### src/pfr_pkg.sv
// constants and carrier types of the filter config bank
package pfr_pkg;

    // register indices; byte address is 4 * index
    localparam logic [6:0] PFR_IDX_ACK_RETX_CTRL     = 7'h3B;
    localparam logic [6:0] PFR_IDX_RX_FULL_LEVEL     = 7'h3C;
    localparam logic [6:0] PFR_IDX_RX_EMPTY_LEVEL    = 7'h3D;
    localparam logic [6:0] PFR_IDX_TX_FULL_LEVEL     = 7'h3E;
    localparam logic [6:0] PFR_IDX_TX_EMPTY_LEVEL    = 7'h3F;
    localparam logic [6:0] PFR_IDX_RX_FILTER_OPTIONS = 7'h40;
    localparam logic [6:0] PFR_IDX_SOURCE_MASK       = 7'h41;
    localparam logic [6:0] PFR_IDX_OWN_ADDRESS       = 7'h42;
    localparam logic [6:0] PFR_IDX_BROADCAST         = 7'h43;
    localparam logic [6:0] PFR_IDX_MULTICAST         = 7'h44;
    localparam logic [6:0] PFR_IDX_TX_SOURCE         = 7'h45;
    localparam logic [6:0] PFR_IDX_RX_TIMEOUT_COUNT  = 7'h46;
    localparam logic [6:0] PFR_IDX_RX_TIMEOUT_PRESC  = 7'h47;
    localparam logic [6:0] PFR_IDX_WAKEUP_PRESC      = 7'h48;
    localparam logic [6:0] PFR_IDX_WAKEUP_COUNT      = 7'h49;
    localparam logic [6:0] PFR_IDX_WAKEUP_RLD_PRESC  = 7'h4A;
    localparam logic [6:0] PFR_IDX_WAKEUP_RLD_COUNT  = 7'h4B;
    localparam logic [6:0] PFR_IDX_SEED_HIGH         = 7'h4C;
    localparam logic [6:0] PFR_IDX_SEED_LOW          = 7'h4D;
    localparam logic [6:0] PFR_IDX_FILTER_CTRL       = 7'h4E;
    localparam logic [6:0] PFR_IDX_FIRST             = 7'h3B;
    localparam int         PFR_NUM_REGS              = 20;

    // reset values
    localparam logic [7:0] PFR_RST_ACK_RETX_CTRL     = 8'h08;
    localparam logic [7:0] PFR_RST_FIFO_LEVEL        = 8'h30;
    localparam logic [7:0] PFR_RST_RX_FILTER_OPTIONS = 8'h40;
    localparam logic [7:0] PFR_RST_RX_TIMEOUT_COUNT  = 8'h01;
    localparam logic [7:0] PFR_RST_WAKEUP_PRESC      = 8'h01;
    localparam logic [7:0] PFR_RST_WAKEUP_RLD_PRESC  = 8'h01;
    localparam logic [7:0] PFR_RST_SEED_HIGH         = 8'h4C;
    localparam logic [7:0] PFR_RST_ZERO              = 8'h00;

    // writable-bit masks
    localparam logic [7:0] PFR_MSK_ACK_RETX_CTRL     = 8'hFE;
    localparam logic [7:0] PFR_MSK_SEVEN_BITS        = 8'h7F;
    localparam logic [7:0] PFR_MSK_RX_FILTER_OPTIONS = 8'h5F;
    localparam logic [7:0] PFR_MSK_FILTER_CTRL       = 8'hE3;
    localparam logic [7:0] PFR_MSK_FULL              = 8'hFF;

    // ack/retransmission control fields
    localparam int PFR_BIT_SUPPRESS_ACK_REQUEST = 3;
    localparam int PFR_BIT_AUTO_ACK             = 2;
    localparam int PFR_BIT_PERSISTENT_RECEIVE   = 1;
    localparam int PFR_POS_MAX_RETX_HI          = 7;
    localparam int PFR_POS_MAX_RETX_LO          = 4;

    // filter option fields
    localparam int PFR_BIT_TIMEOUT_OR_SEL       = 6;
    localparam int PFR_BIT_SOURCE_FILTER        = 4;
    localparam int PFR_BIT_BROADCAST_MATCH      = 3;
    localparam int PFR_BIT_MULTICAST_MATCH      = 2;
    localparam int PFR_BIT_OWN_ADDRESS_MATCH    = 1;
    localparam int PFR_BIT_CHECKSUM_FILTER      = 0;

    // filter control fields
    localparam int PFR_BIT_CS_TIMEOUT_MASK      = 7;
    localparam int PFR_BIT_SQ_TIMEOUT_MASK      = 6;
    localparam int PFR_BIT_PQ_TIMEOUT_MASK      = 5;
    localparam int PFR_BIT_SECONDARY_SYNC_SEL   = 1;
    localparam int PFR_BIT_AUTO_FILTER_ENABLE   = 0;

    // received header from the packet engine
    typedef struct packed {
        logic [7:0] source;
        logic [7:0] dest;
        logic       checksum_ok;
        logic       ack_request;
    } pfr_rx_pkt_t;

    // header fields for transmission
    typedef struct packed {
        logic [7:0] dest;
        logic [7:0] source;
        logic       no_ack;
    } pfr_tx_hdr_t;

endpackage

### src/pfr_regs.sv
// config register bank with filter, ack and timeout logic
// Behaviour
// - suppress-ack bit forces no-ack field in transmit
// - auto-ack answers accepted packets that request acknowledgment
// - persistent-receive bit keeps receiver in reception
// - rx almost-full/empty levels, 7 bits, reset 30
// - tx almost-full/empty levels, 7 bits, reset 30
// - timeout combine select: one is OR, zero AND
// - source filter needs source matching own address
// - multicast match accepts destination equal multicast
// - own-address match accepts destination equal tx source
// - checksum filter discards packets failing check
// - source mask selects bits for source filtering
// - dual sync: address registers form secondary sync
// - own address compared to source, sent as destination
// - tx source register sent, compared to destination
// - rx timeout counter and prescaler registers
// - wake-up prescaler and counter registers
// - wake-up reload uses separate reload registers
// - fifteen-bit back-off seed over two registers
// - address filters only with auto filter enabled
// - secondary sync select enables dual sync detection
// - mask bits gate each quality term before combining
// - four-bit max retransmission count, zero means none
`timescale 1ns/100ps
`default_nettype none

module pfr_regs
    import pfr_pkg::*;
#(
    parameter int ADDR_W = 9
)
(
    // clock and reset
    input  wire logic              clk,
    input  wire logic              rst,
    // wishbone classic slave
    input  wire logic              wb_cyc_i,
    input  wire logic              wb_stb_i,
    input  wire logic              wb_we_i,
    input  wire logic [ADDR_W-1:0] wb_adr_i,
    input  wire logic [3:0]        wb_sel_i,
    input  wire logic [31:0]       wb_dat_i,
    output logic [31:0]            wb_dat_o,
    output logic                   wb_ack_o,
    // received packet
    input  wire logic              rx_valid,
    input  wire pfr_rx_pkt_t       rx_pkt,
    output logic                   rx_accept,
    output logic                   rx_discard,
    output logic                   ack_send,
    // timeout quality terms
    input  wire logic              carrier_sense,
    input  wire logic              sync_quality,
    input  wire logic              preamble_quality,
    output logic                   rx_timeout_stop,
    // transmit header and modes
    output pfr_tx_hdr_t            tx_hdr,
    output logic                   persistent_receive,
    output logic [3:0]             max_retransmissions,
    // secondary sync word
    output logic                   dual_sync_enable,
    output logic [31:0]            secondary_sync_word,
    // fifo levels
    output logic [6:0]             rx_full_level,
    output logic [6:0]             rx_empty_level,
    output logic [6:0]             tx_full_level,
    output logic [6:0]             tx_empty_level,
    // timers
    output logic [7:0]             rx_timeout_count,
    output logic [7:0]             rx_timeout_prescale,
    input  wire logic              wakeup_reload,
    output logic [7:0]             wakeup_prescale,
    output logic [7:0]             wakeup_count,
    // back-off seed
    output logic [14:0]            backoff_seed
);

    // register storage by slot
    logic [7:0] regs_q [PFR_NUM_REGS];
    logic       ack_q; // bus acknowledge
    logic [7:0] rdata_q; // read data byte
    logic       accept_q; // accept pulse
    logic       discard_q; // discard pulse
    logic       ack_send_q; // auto ack pulse
    logic       stop_q; // timeout stop level
    logic [7:0] wk_presc_q; // wake-up prescale in use
    logic [7:0] wk_count_q; // wake-up count in use

    // decoded bus index and slot
    logic [6:0] bus_idx;
    logic [6:0] slot_wide;
    logic       mapped;
    logic       bus_req;
    assign bus_idx   = wb_adr_i[8:2];
    assign slot_wide = bus_idx - PFR_IDX_FIRST;
    assign mapped    = (bus_idx >= PFR_IDX_FIRST) && (bus_idx <= PFR_IDX_FILTER_CTRL);
    assign bus_req   = wb_cyc_i && wb_stb_i && !ack_q;

    // reset value of a slot
    function automatic logic [7:0] reset_of(input logic [6:0] idx);
        unique case (idx)
            PFR_IDX_ACK_RETX_CTRL:     reset_of = PFR_RST_ACK_RETX_CTRL;
            PFR_IDX_RX_FULL_LEVEL,
            PFR_IDX_RX_EMPTY_LEVEL,
            PFR_IDX_TX_FULL_LEVEL,
            PFR_IDX_TX_EMPTY_LEVEL:    reset_of = PFR_RST_FIFO_LEVEL;
            PFR_IDX_RX_FILTER_OPTIONS: reset_of = PFR_RST_RX_FILTER_OPTIONS;
            PFR_IDX_RX_TIMEOUT_COUNT:  reset_of = PFR_RST_RX_TIMEOUT_COUNT;
            PFR_IDX_WAKEUP_PRESC:      reset_of = PFR_RST_WAKEUP_PRESC;
            PFR_IDX_WAKEUP_RLD_PRESC:  reset_of = PFR_RST_WAKEUP_RLD_PRESC;
            PFR_IDX_SEED_HIGH:         reset_of = PFR_RST_SEED_HIGH;
            default:                   reset_of = PFR_RST_ZERO;
        endcase
    endfunction

    // implemented bits of a slot
    function automatic logic [7:0] mask_of(input logic [6:0] idx);
        unique case (idx)
            PFR_IDX_ACK_RETX_CTRL:     mask_of = PFR_MSK_ACK_RETX_CTRL;
            PFR_IDX_RX_FULL_LEVEL,
            PFR_IDX_RX_EMPTY_LEVEL,
            PFR_IDX_TX_FULL_LEVEL,
            PFR_IDX_TX_EMPTY_LEVEL,
            PFR_IDX_SEED_HIGH:         mask_of = PFR_MSK_SEVEN_BITS;
            PFR_IDX_RX_FILTER_OPTIONS: mask_of = PFR_MSK_RX_FILTER_OPTIONS;
            PFR_IDX_FILTER_CTRL:       mask_of = PFR_MSK_FILTER_CTRL;
            default:                   mask_of = PFR_MSK_FULL;
        endcase
    endfunction

    // slot lookup by register index
    function automatic int slot(input logic [6:0] idx);
        slot = int'(idx - PFR_IDX_FIRST);
    endfunction

    // named register views
    logic [7:0] ack_ctrl;
    logic [7:0] flt_opt;
    logic [7:0] flt_ctrl;
    logic [7:0] src_mask;
    logic [7:0] own_addr;
    logic [7:0] bcast_addr;
    logic [7:0] mcast_addr;
    logic [7:0] txsrc_addr;
    assign ack_ctrl   = regs_q[slot(PFR_IDX_ACK_RETX_CTRL)];
    assign flt_opt    = regs_q[slot(PFR_IDX_RX_FILTER_OPTIONS)];
    assign flt_ctrl   = regs_q[slot(PFR_IDX_FILTER_CTRL)];
    assign src_mask   = regs_q[slot(PFR_IDX_SOURCE_MASK)];
    assign own_addr   = regs_q[slot(PFR_IDX_OWN_ADDRESS)];
    assign bcast_addr = regs_q[slot(PFR_IDX_BROADCAST)];
    assign mcast_addr = regs_q[slot(PFR_IDX_MULTICAST)];
    assign txsrc_addr = regs_q[slot(PFR_IDX_TX_SOURCE)];

    // register writes, byte lane 0 only
    always_ff @(posedge clk)
    begin
        if (rst)
        begin
            for (int i = 0; i < PFR_NUM_REGS; i++)
            begin
                regs_q[i] <= reset_of(7'(i) + PFR_IDX_FIRST);
            end
        end
        else if (bus_req && wb_we_i && wb_sel_i[0] && mapped)
        begin
            regs_q[slot_wide[4:0]] <= wb_dat_i[7:0] & mask_of(bus_idx);
        end
    end

    // one-cycle bus acknowledge
    always_ff @(posedge clk)
    begin
        if (rst)
        begin
            ack_q <= 1'b0;
        end
        else
        begin
            ack_q <= bus_req;
        end
    end

    // read data; unmapped reads zero
    always_ff @(posedge clk)
    begin
        if (rst)
        begin
            rdata_q <= 8'h00;
        end
        else if (bus_req && !wb_we_i)
        begin
            rdata_q <= mapped ? regs_q[slot_wide[4:0]] : 8'h00;
        end
    end

    assign wb_ack_o = ack_q;
    assign wb_dat_o = {24'h00_0000, rdata_q};

    // dual sync and filter enables
    logic auto_flt;
    logic dual_sync;
    assign auto_flt  = flt_ctrl[PFR_BIT_AUTO_FILTER_ENABLE];
    assign dual_sync = flt_ctrl[PFR_BIT_SECONDARY_SYNC_SEL];

    // address checks on rx header
    logic src_ok;
    logic dst_any_en;
    logic dst_hit;
    logic addr_ok;
    logic crc_ok;
    always_comb
    begin
        src_ok = !flt_opt[PFR_BIT_SOURCE_FILTER]
                 || ((rx_pkt.source & src_mask) == (own_addr & src_mask));
        dst_any_en = flt_opt[PFR_BIT_BROADCAST_MATCH] || flt_opt[PFR_BIT_MULTICAST_MATCH]
                     || flt_opt[PFR_BIT_OWN_ADDRESS_MATCH];
        dst_hit = (flt_opt[PFR_BIT_BROADCAST_MATCH] && (rx_pkt.dest == bcast_addr))
                  || (flt_opt[PFR_BIT_MULTICAST_MATCH] && (rx_pkt.dest == mcast_addr))
                  || (flt_opt[PFR_BIT_OWN_ADDRESS_MATCH] && (rx_pkt.dest == txsrc_addr));
        // no address filtering in dual sync
        addr_ok = !auto_flt || dual_sync || (src_ok && (!dst_any_en || dst_hit));
        crc_ok = !flt_opt[PFR_BIT_CHECKSUM_FILTER] || rx_pkt.checksum_ok;
    end

    // verdict pulse per packet
    always_ff @(posedge clk)
    begin
        if (rst)
        begin
            accept_q  <= 1'b0;
            discard_q <= 1'b0;
        end
        else
        begin
            accept_q  <= rx_valid && addr_ok && crc_ok;
            discard_q <= rx_valid && !(addr_ok && crc_ok);
        end
    end

    // auto ack of accepted packets
    always_ff @(posedge clk)
    begin
        if (rst)
        begin
            ack_send_q <= 1'b0;
        end
        else
        begin
            ack_send_q <= rx_valid && addr_ok && crc_ok && rx_pkt.ack_request
                          && ack_ctrl[PFR_BIT_AUTO_ACK];
        end
    end

    assign rx_accept  = accept_q;
    assign rx_discard = discard_q;
    assign ack_send   = ack_send_q;

    // quality terms to timeout stop
    logic [2:0] q_val;
    logic [2:0] q_msk;
    always_ff @(posedge clk)
    begin
        if (rst)
        begin
            stop_q <= 1'b0;
        end
        else if (q_msk == 3'b000)
        begin
            // no term selected
            stop_q <= 1'b0;
        end
        else if (flt_opt[PFR_BIT_TIMEOUT_OR_SEL])
        begin
            stop_q <= |(q_val & q_msk);
        end
        else
        begin
            stop_q <= &(q_val | ~q_msk);
        end
    end

    assign q_msk = {flt_ctrl[PFR_BIT_CS_TIMEOUT_MASK], flt_ctrl[PFR_BIT_SQ_TIMEOUT_MASK],
                    flt_ctrl[PFR_BIT_PQ_TIMEOUT_MASK]};
    assign q_val = {carrier_sense, sync_quality, preamble_quality};
    assign rx_timeout_stop = stop_q;

    // wake-up values, reload set on reload
    always_ff @(posedge clk)
    begin
        if (rst)
        begin
            wk_presc_q <= PFR_RST_WAKEUP_PRESC;
            wk_count_q <= PFR_RST_ZERO;
        end
        else if (wakeup_reload)
        begin
            wk_presc_q <= regs_q[slot(PFR_IDX_WAKEUP_RLD_PRESC)];
            wk_count_q <= regs_q[slot(PFR_IDX_WAKEUP_RLD_COUNT)];
        end
        else
        begin
            wk_presc_q <= regs_q[slot(PFR_IDX_WAKEUP_PRESC)];
            wk_count_q <= regs_q[slot(PFR_IDX_WAKEUP_COUNT)];
        end
    end

    assign wakeup_prescale = wk_presc_q;
    assign wakeup_count    = wk_count_q;

    assign tx_hdr.no_ack = ack_ctrl[PFR_BIT_SUPPRESS_ACK_REQUEST];
    assign tx_hdr.dest   = own_addr;
    assign tx_hdr.source = txsrc_addr;

    assign persistent_receive  = ack_ctrl[PFR_BIT_PERSISTENT_RECEIVE];
    assign max_retransmissions = ack_ctrl[PFR_POS_MAX_RETX_HI:PFR_POS_MAX_RETX_LO];

    assign dual_sync_enable    = dual_sync;
    assign secondary_sync_word = {own_addr, bcast_addr, mcast_addr, txsrc_addr};

    assign rx_full_level  = regs_q[slot(PFR_IDX_RX_FULL_LEVEL)][6:0];
    assign rx_empty_level = regs_q[slot(PFR_IDX_RX_EMPTY_LEVEL)][6:0];
    assign tx_full_level  = regs_q[slot(PFR_IDX_TX_FULL_LEVEL)][6:0];
    assign tx_empty_level = regs_q[slot(PFR_IDX_TX_EMPTY_LEVEL)][6:0];

    assign rx_timeout_count    = regs_q[slot(PFR_IDX_RX_TIMEOUT_COUNT)];
    assign rx_timeout_prescale = regs_q[slot(PFR_IDX_RX_TIMEOUT_PRESC)];

    assign backoff_seed = {regs_q[slot(PFR_IDX_SEED_HIGH)][6:0], regs_q[slot(PFR_IDX_SEED_LOW)]};

endmodule

`default_nettype wire

### config.mk
export PLATFORM = sky130hd
export DESIGN_NAME = pfr_regs
export DESIGN_NICKNAME = d
export VERILOG_FILES = /design/src/pfr_pkg.sv /design/src/pfr_regs.sv
export SDC_FILE = /design/constraint.sdc
export NUM_CORES = 1
export LEC_CHECK = 0
export BUFFER_PORTS_ARGS = -buffer_cell sky130_fd_sc_hd__buf_2
export CORE_MARGIN = 2
export CORE_UTILIZATION = 50
export DETAILED_ROUTE_END_ITERATION = 6
export GPL_TIMING_DRIVEN = 0
export PLACE_DENSITY_LB_ADDON = 0.25
export SETUP_SLACK_MARGIN = 0.2
export SYNTH_ARGS = -nofsm -noshare
export SYNTH_HDL_FRONTEND = slang
export SYNTH_SLANG_ARGS = --single-unit
### constraint.sdc
create_clock -name clk -period 4.7 [get_ports clk]
set_input_delay 0.235 -clock clk [delete_from_list [all_inputs] [get_ports clk]]
set_output_delay 0.235 -clock clk [all_outputs]
set_load 0.01 [all_outputs]
# --- After elaboration in Yosys (flattened, before gate mapping) ---
# Memories as Yosys holds them, arrays and structs flattened.
# Cells that the tools add are included.
classes:
  addsub: 1
  n_lt_le_gt_ge: 2
  n_eq_ne: 12
  muxes: 21
  n_bitwise: 6
  n_reduce_logical: 39
op_table:
  columns: ["cell", "count"]
  rows:
  - ["$mux 8", 12]
  - ["$eq 7x6->1 const B", 5]
  - ["$eq 8x8->1", 4]
  - ["$pmux 8 s4", 1]
  - ["$and 8x8->8", 3]
  - ["$eq 7x7->1 const B", 3]
  - ["$logic_and 1x1->1", 17]
  - ["$logic_or 1x1->1", 9]
  - ["$reduce_or 8->1", 1]
  - ["$ge 7x6->1 const B", 1]
  - ["$le 7x7->1 const B", 1]
  - ["$logic_not 1->1", 7]
  - ["$mux 1", 7]
  - ["$mux 5", 1]
  - ["$reduce_or 5->1", 1]
  - ["$sub 5x5->5 const B", 1]
  - ["$and 3x3->3", 1]
  - ["$logic_not 3->1", 1]
  - ["$not 3->3", 1]
  - ["$or 3x3->3", 1]
  - ["$reduce_and 3->1", 1]
  - ["$reduce_or 3->1", 1]
  - ["$reduce_or 2->1", 1]
totals:
  regBits: 29
  ram_bits: 160
  output_inout_bits: 167
  elab_cells: 90
  n_memories: 1
memory_table:
  columns: ["memory", "depth", "width", "rd", "rd_clocked_by_memory_dff", "wr", "line_no", "source"]
  rows:
  - ["regs_q", 20, 8, 21, 0, 20, "pfr_regs.sv:80", "logic [7:0] regs_q [PFR_NUM_REGS];"]

# --- Longest topological paths before layout ---
# An unclocked memory read counts as a cell.
logic_depth:
  ltp_word: 12
  mapped_depth: 13
  depth_no_buf: 8

# --- Least setup slack after synthesis ---
# OpenSTA, ideal clock, no wires.
synth_path:
  path_type: "input to register"
  start: "input port wb_adr_i[2]"
  end: "register rdata_q[0]"
  setup_ps: 117
  arrival_time_ps: 2547
  required_time_ps: 4583
  slack_ps: 2036
  stages: 12
  path_buffers: 6
  path_cell_list: "buf_6 buf_2 buf_2 inv_1 ha_1 buf_4 buf_4 buf_2 mux4_2 o22ai_1 nor2_1 a32o_1"
synth_via:
  elab_chain_cells: 3
  elab_cells_between_ends: 6
  classes_between: "add/sub: 1; order compare: 2; mux: 1; reduce/logical: 1; memory: 1"
synth_lines:
  columns: ["element", "line_no", "source"]
  rows:
  - ["start: declaration", "pfr_regs.sv:41", "input wire logic [ADDR_W-1:0] wb_adr_i,"]
  - ["$sub 5x5->5 (tied with other cells)", "pfr_regs.sv:96", "assign slot_wide = bus_idx - PFR_IDX_FIRST;"]
  - ["$mem_v2 20x8 or $logic_and 1x1->1 (tied branches)", null, null]
  - ["$mux 8 (*)", "pfr_regs.sv:193", "rdata_q <= mapped ? regs_q[slot_wide[4:0]] : 8'h00;"]
  - ["end signal: assignment", "pfr_regs.sv:193", null]
  - ["end: declaration", "pfr_regs.sv:82", "logic [7:0] rdata_q;"]
# Mark *: on every way between the ends. The rest lies on a longest branch, timed or not.
# A chain may end at the register's enable or synchronous reset.

# --- Final worst setup path ---
layout_path:
  start: "input port wb_adr_i[2]"
  end: "register rdata_q[1]"
# The elaborated chain is that of the path after synthesis.

==> impl_metrics.py <==
metrics = {
    "setup_path": {
        "timing.rr.start": "wb_ack_o",
        "crit_top_cell": "buf_2",
        "worstPathCellList": "buf_2 > buf_6 > buf_2 > buf_2 > inv_1 > ha_1 > buf_4 > buf_4 > buf_2 > mux4_1 > o22ai_1 > nor2_1 > a32o_1",
        "cp.required_ns": 5.14,
        "timing.rr.end": "regs_q[2][2]",
        "worst_setup_path_end_kind": "flip-flop",
        "slowest_stage": "ha_1",
        "crit_arrival_ns": 4.04,
        "max_stage_delay_ns": 0.44,
        "r2r_setup_slack_ns": 1.82,
        "worst-setup-path-type": "input port to flip-flop",
        "r2r_cells": 5,
        "critPathLaunchType": "input port",
        "crit_fanout": 10,
    },
    "hold_path": {
        "min_to": "wb_ack_o",
        "min_path_type": "input port to flip-flop",
        "hp-start": "wb_stb_i",
        "whs_path_depth": 3,
    },
    "synthesis": {
        "ys_types": 60,
        "synth_top_area_share_pct": 57.3,
        "synth_cells": 983,
        "yosys_warnings": 0,
        "ys_ff_latch": 285,
        "synth-edff-count": 256,
        "synth.avg_cell_area_um2": 13.7,
        "synthTopCellsByArea": "edfxtp_1 57%, mux4_2 8.4%, nor2_1 5.1%, buf_4 5.0%, dfxtp_1 4.3%",
        "yosysSeqAreaShare_pct": 61.6,
        "yosysTopAreaCell": "edfxtp_1",
        "synth_area_mm2": 0.0134,
        "ys_dominant_reg_cell": "edfxtp_1",
        "async_flop_share_pct": 0,
    },
    "clocking": {
        "post_cts_resized": 0,
        "htree_levels": 1,
        "root_buffer": "clkbuf_16",
        "cts_tree": "done",
        "clock_sinks": 285,
        "cts_buffers": 28,
        "clk_latency_ns": 0.55,
        "clk_pin_slew_ns": 0.06,
        "cts_buffer_depth": 3,
    },
    "routing": {
        "drc": 0,
        "drtAntennaViolNets": 0,
        "drt-met1-wl_mm": 15.2,
        "drtIter0Drc": 862,
        "wl_met2_mm": 17.3,
        "wl_per_cell_um": 23.8,
        "vias_per_cell": 5.75,
        "top_layer": "met5",
        "drt_first_pass_iters": 6,
        "vias": 9283,
        "routed_wl_mm": 38.5,
        "met3_length_mm": 4.72,
    },
    "place": {
        "io_buffers": 184,
        "globalplace.congestion": 0.948,
        "dp_hpwl_mm": 28.0,
    },
    "status": {
        "outcome": "finished clean",
    },
    "layout": {
        "nNetsFinal": 1332,
        "drive_gt1_share_pct": 32.7,
        "postLayoutCoreUtil_pct": 60.8,
        "area_delta_synth_final_pct": 18.7,
        "multiInputGateArea_mm2": 0.00432,
        "most-common-layout-cells": "256 x edfxtp_1, 216 x buf_2, 183 x nor2_1, 89 x buf_4, 56 x conb_1",
        "seqCellArea_mm2": 0.00827,
        "final_common_cell": "edfxtp_1",
        "fillCellCount": 2053,
    },
    "die": {
        "rows": 59,
        "boundaryPins": 240,
        "dieHeight_um": 168,
        "fp.dieW_um": 168,
        "die_area_mm2": 0.0282,
        "fp.coreArea_mm2": 0.0262,
        "start_util_pct": 51.2,
    },
    "global_routing": {
        "grt_overflow": 0,
        "grt_usage_pct": 27.1,
        "grt_max_degree": 16,
        "grt_pass1_wl_mm": 55.5,
        "antenna_found_initial": 6,
        "grt_pass1_vias": 8710,
    },
    "pwr": {
        "power_frac_seq_pct": 49.7,
        "p_int_uw": 4440,
        "peakVddDrop_v": 0.000255,
        "power.density_mw_per_mm2": 365,
        "power_frac_comb_pct": 10.6,
        "p_sw_uw": 1380,
        "clkPwrFrac_pct": 39.7,
        "p_leak_uw": 0.00641,
        "p_sw_share_pct": 23.8,
    },
    "timing": {
        "timing.fmax_ghz": 0.278,
        "tns_ns": 0,
        "finalSetupViolCount": 0,
        "fin_crit_ns": 3.60,
        "fin_crit_sh_pct": 76.6,
        "slew_headroom_pct": 35.4,
        "hold_viol": 0,
        "rsz0062_at_grt": "false",
        "slew_violations": 0,
        "fin_worst_skew_ns": 0.00914,
        "worstMarginPinSlew_ns": 0.968,
    },
    "job": {
        "maxCapViolations": 0,
    },
}
-- power groups by stage --
| stage | Combinational, µW | Clock [µW] | Sequential, µW |
|---|---|---|---|
| 2_1_floorplan | 368 | 0 | 2940 |
| 3_3_place_gp | 601 | 0 | 2940 |
| 3_5_place_dp | 604 | 0 | 2950 |
| 4_1_cts | 610 | 2310 | 2890 |
| 5_1_grt | 652 | 2420 | 2900 |
| 6_report | 619 | 2310 | 2890 |
-- cell type report --
| type | instances | area share (%) |
|---|---|---|
| antenna | 3 | 0.0471 |
| multi-input combinational | 587 | 27.1 |
| clock inverter | 16 | 1.18 |
| clock buffer | 36 | 4.72 |
| timing repair buffer | 186 | 5.90 |
| buffer | 148 | 6.13 |
| tap | 335 | 2.63 |
| inverter | 18 | 0.424 |
| sequential | 285 | 51.9 |
-- cell usage after synthesis (12+ instances only) --
library cell,number
edfxtp_1,256
nor2_1,183
buf_4,89
mux4_2,50
nand2_1,48
buf_2,32
xor2_1,31
dfxtp_1,29
nand2b_1,23
clkbuf_1,21
o22ai_1,21
mux2i_1,20
inv_1,17
mux4_1,12
-- sequential cells by signal (all words and copies together), names as in the netlist --
register         flops
regs_q             256
rdata_q              8
wakeup_count         8
wakeup_prescale      8
ack_send             1
rx_accept            1
rx_discard           1
rx_timeout_stop      1
wb_ack_o             1
-- worst max path at each step --
stage,from,endpoint,slack [ns],depth (start not counted)
2_1_floorplan,wb_adr_i[2],rdata_q[0],2.04,12
3_3_place_gp,wb_adr_i[2],rdata_q[1],0.72,13
3_5_place_dp,wb_adr_i[2],rdata_q[1],0.71,13
4_1_cts,wb_adr_i[2],rdata_q[1],1.27,13
5_1_grt,wb_adr_i[2],rdata_q[1],1.11,13
6_report,wb_adr_i[2],rdata_q[1],1.10,13
-- repair_timing --
item                                   4_1_cts  5_1_grt
buffers inserted                             0        0
hold buffers                                 2        0
endpoints found under the hold margin        2        0
-- kinds of logic after synthesis --
kind of cell,Yosys count,share of synthesized area (%)
compound gates,68,3.76
mux,82,12.2
flops,285,61.6
xor+xnor,36,2.41
simple gates,340,11.7
other cells,1,0.0279
buf+inv,166,7.78
fa+ha+maj,5,0.466
-- metrics by stage --
stage               cell area [µm²]  total power (µW)  worst slack [ns]  hold slack (ns)  instances
CTS                           15900              5810              1.27           0.0174       1611
finish                        15900              5820              1.10           0.0429       1614
floorplan                     13600              3300              2.04            0.334       1038
global route                  15900              5970              1.11           0.0462       1612
global placement              15000              3540             0.725            0.482       1557
detailed placement            15000              3550             0.712            0.478       1557
-- critical path: cells and delay by family --
family / cells / cell delay (ns)
adder cells (fa/ha/maj): 1 / 0.44
buffers and inverters: 8 / 2.23
AO/OA/AOI/OAI: 2 / 0.56
multiplexers: 1 / 0.41
AND/OR/NAND/NOR: 1 / 0.15
-- metal layers --
| metal | up-vias | GRT usage, % |
|---|---|---|
| met1 | 4569 | 38.5 |
| met5 | - | 0 |
| met2 | 610 | 42.1 |
| li1 | 4021 | - |
| met4 | 6 | 9.00 |
| met3 | 77 | 5.62 |
Power figures use the tool's default switching activity.
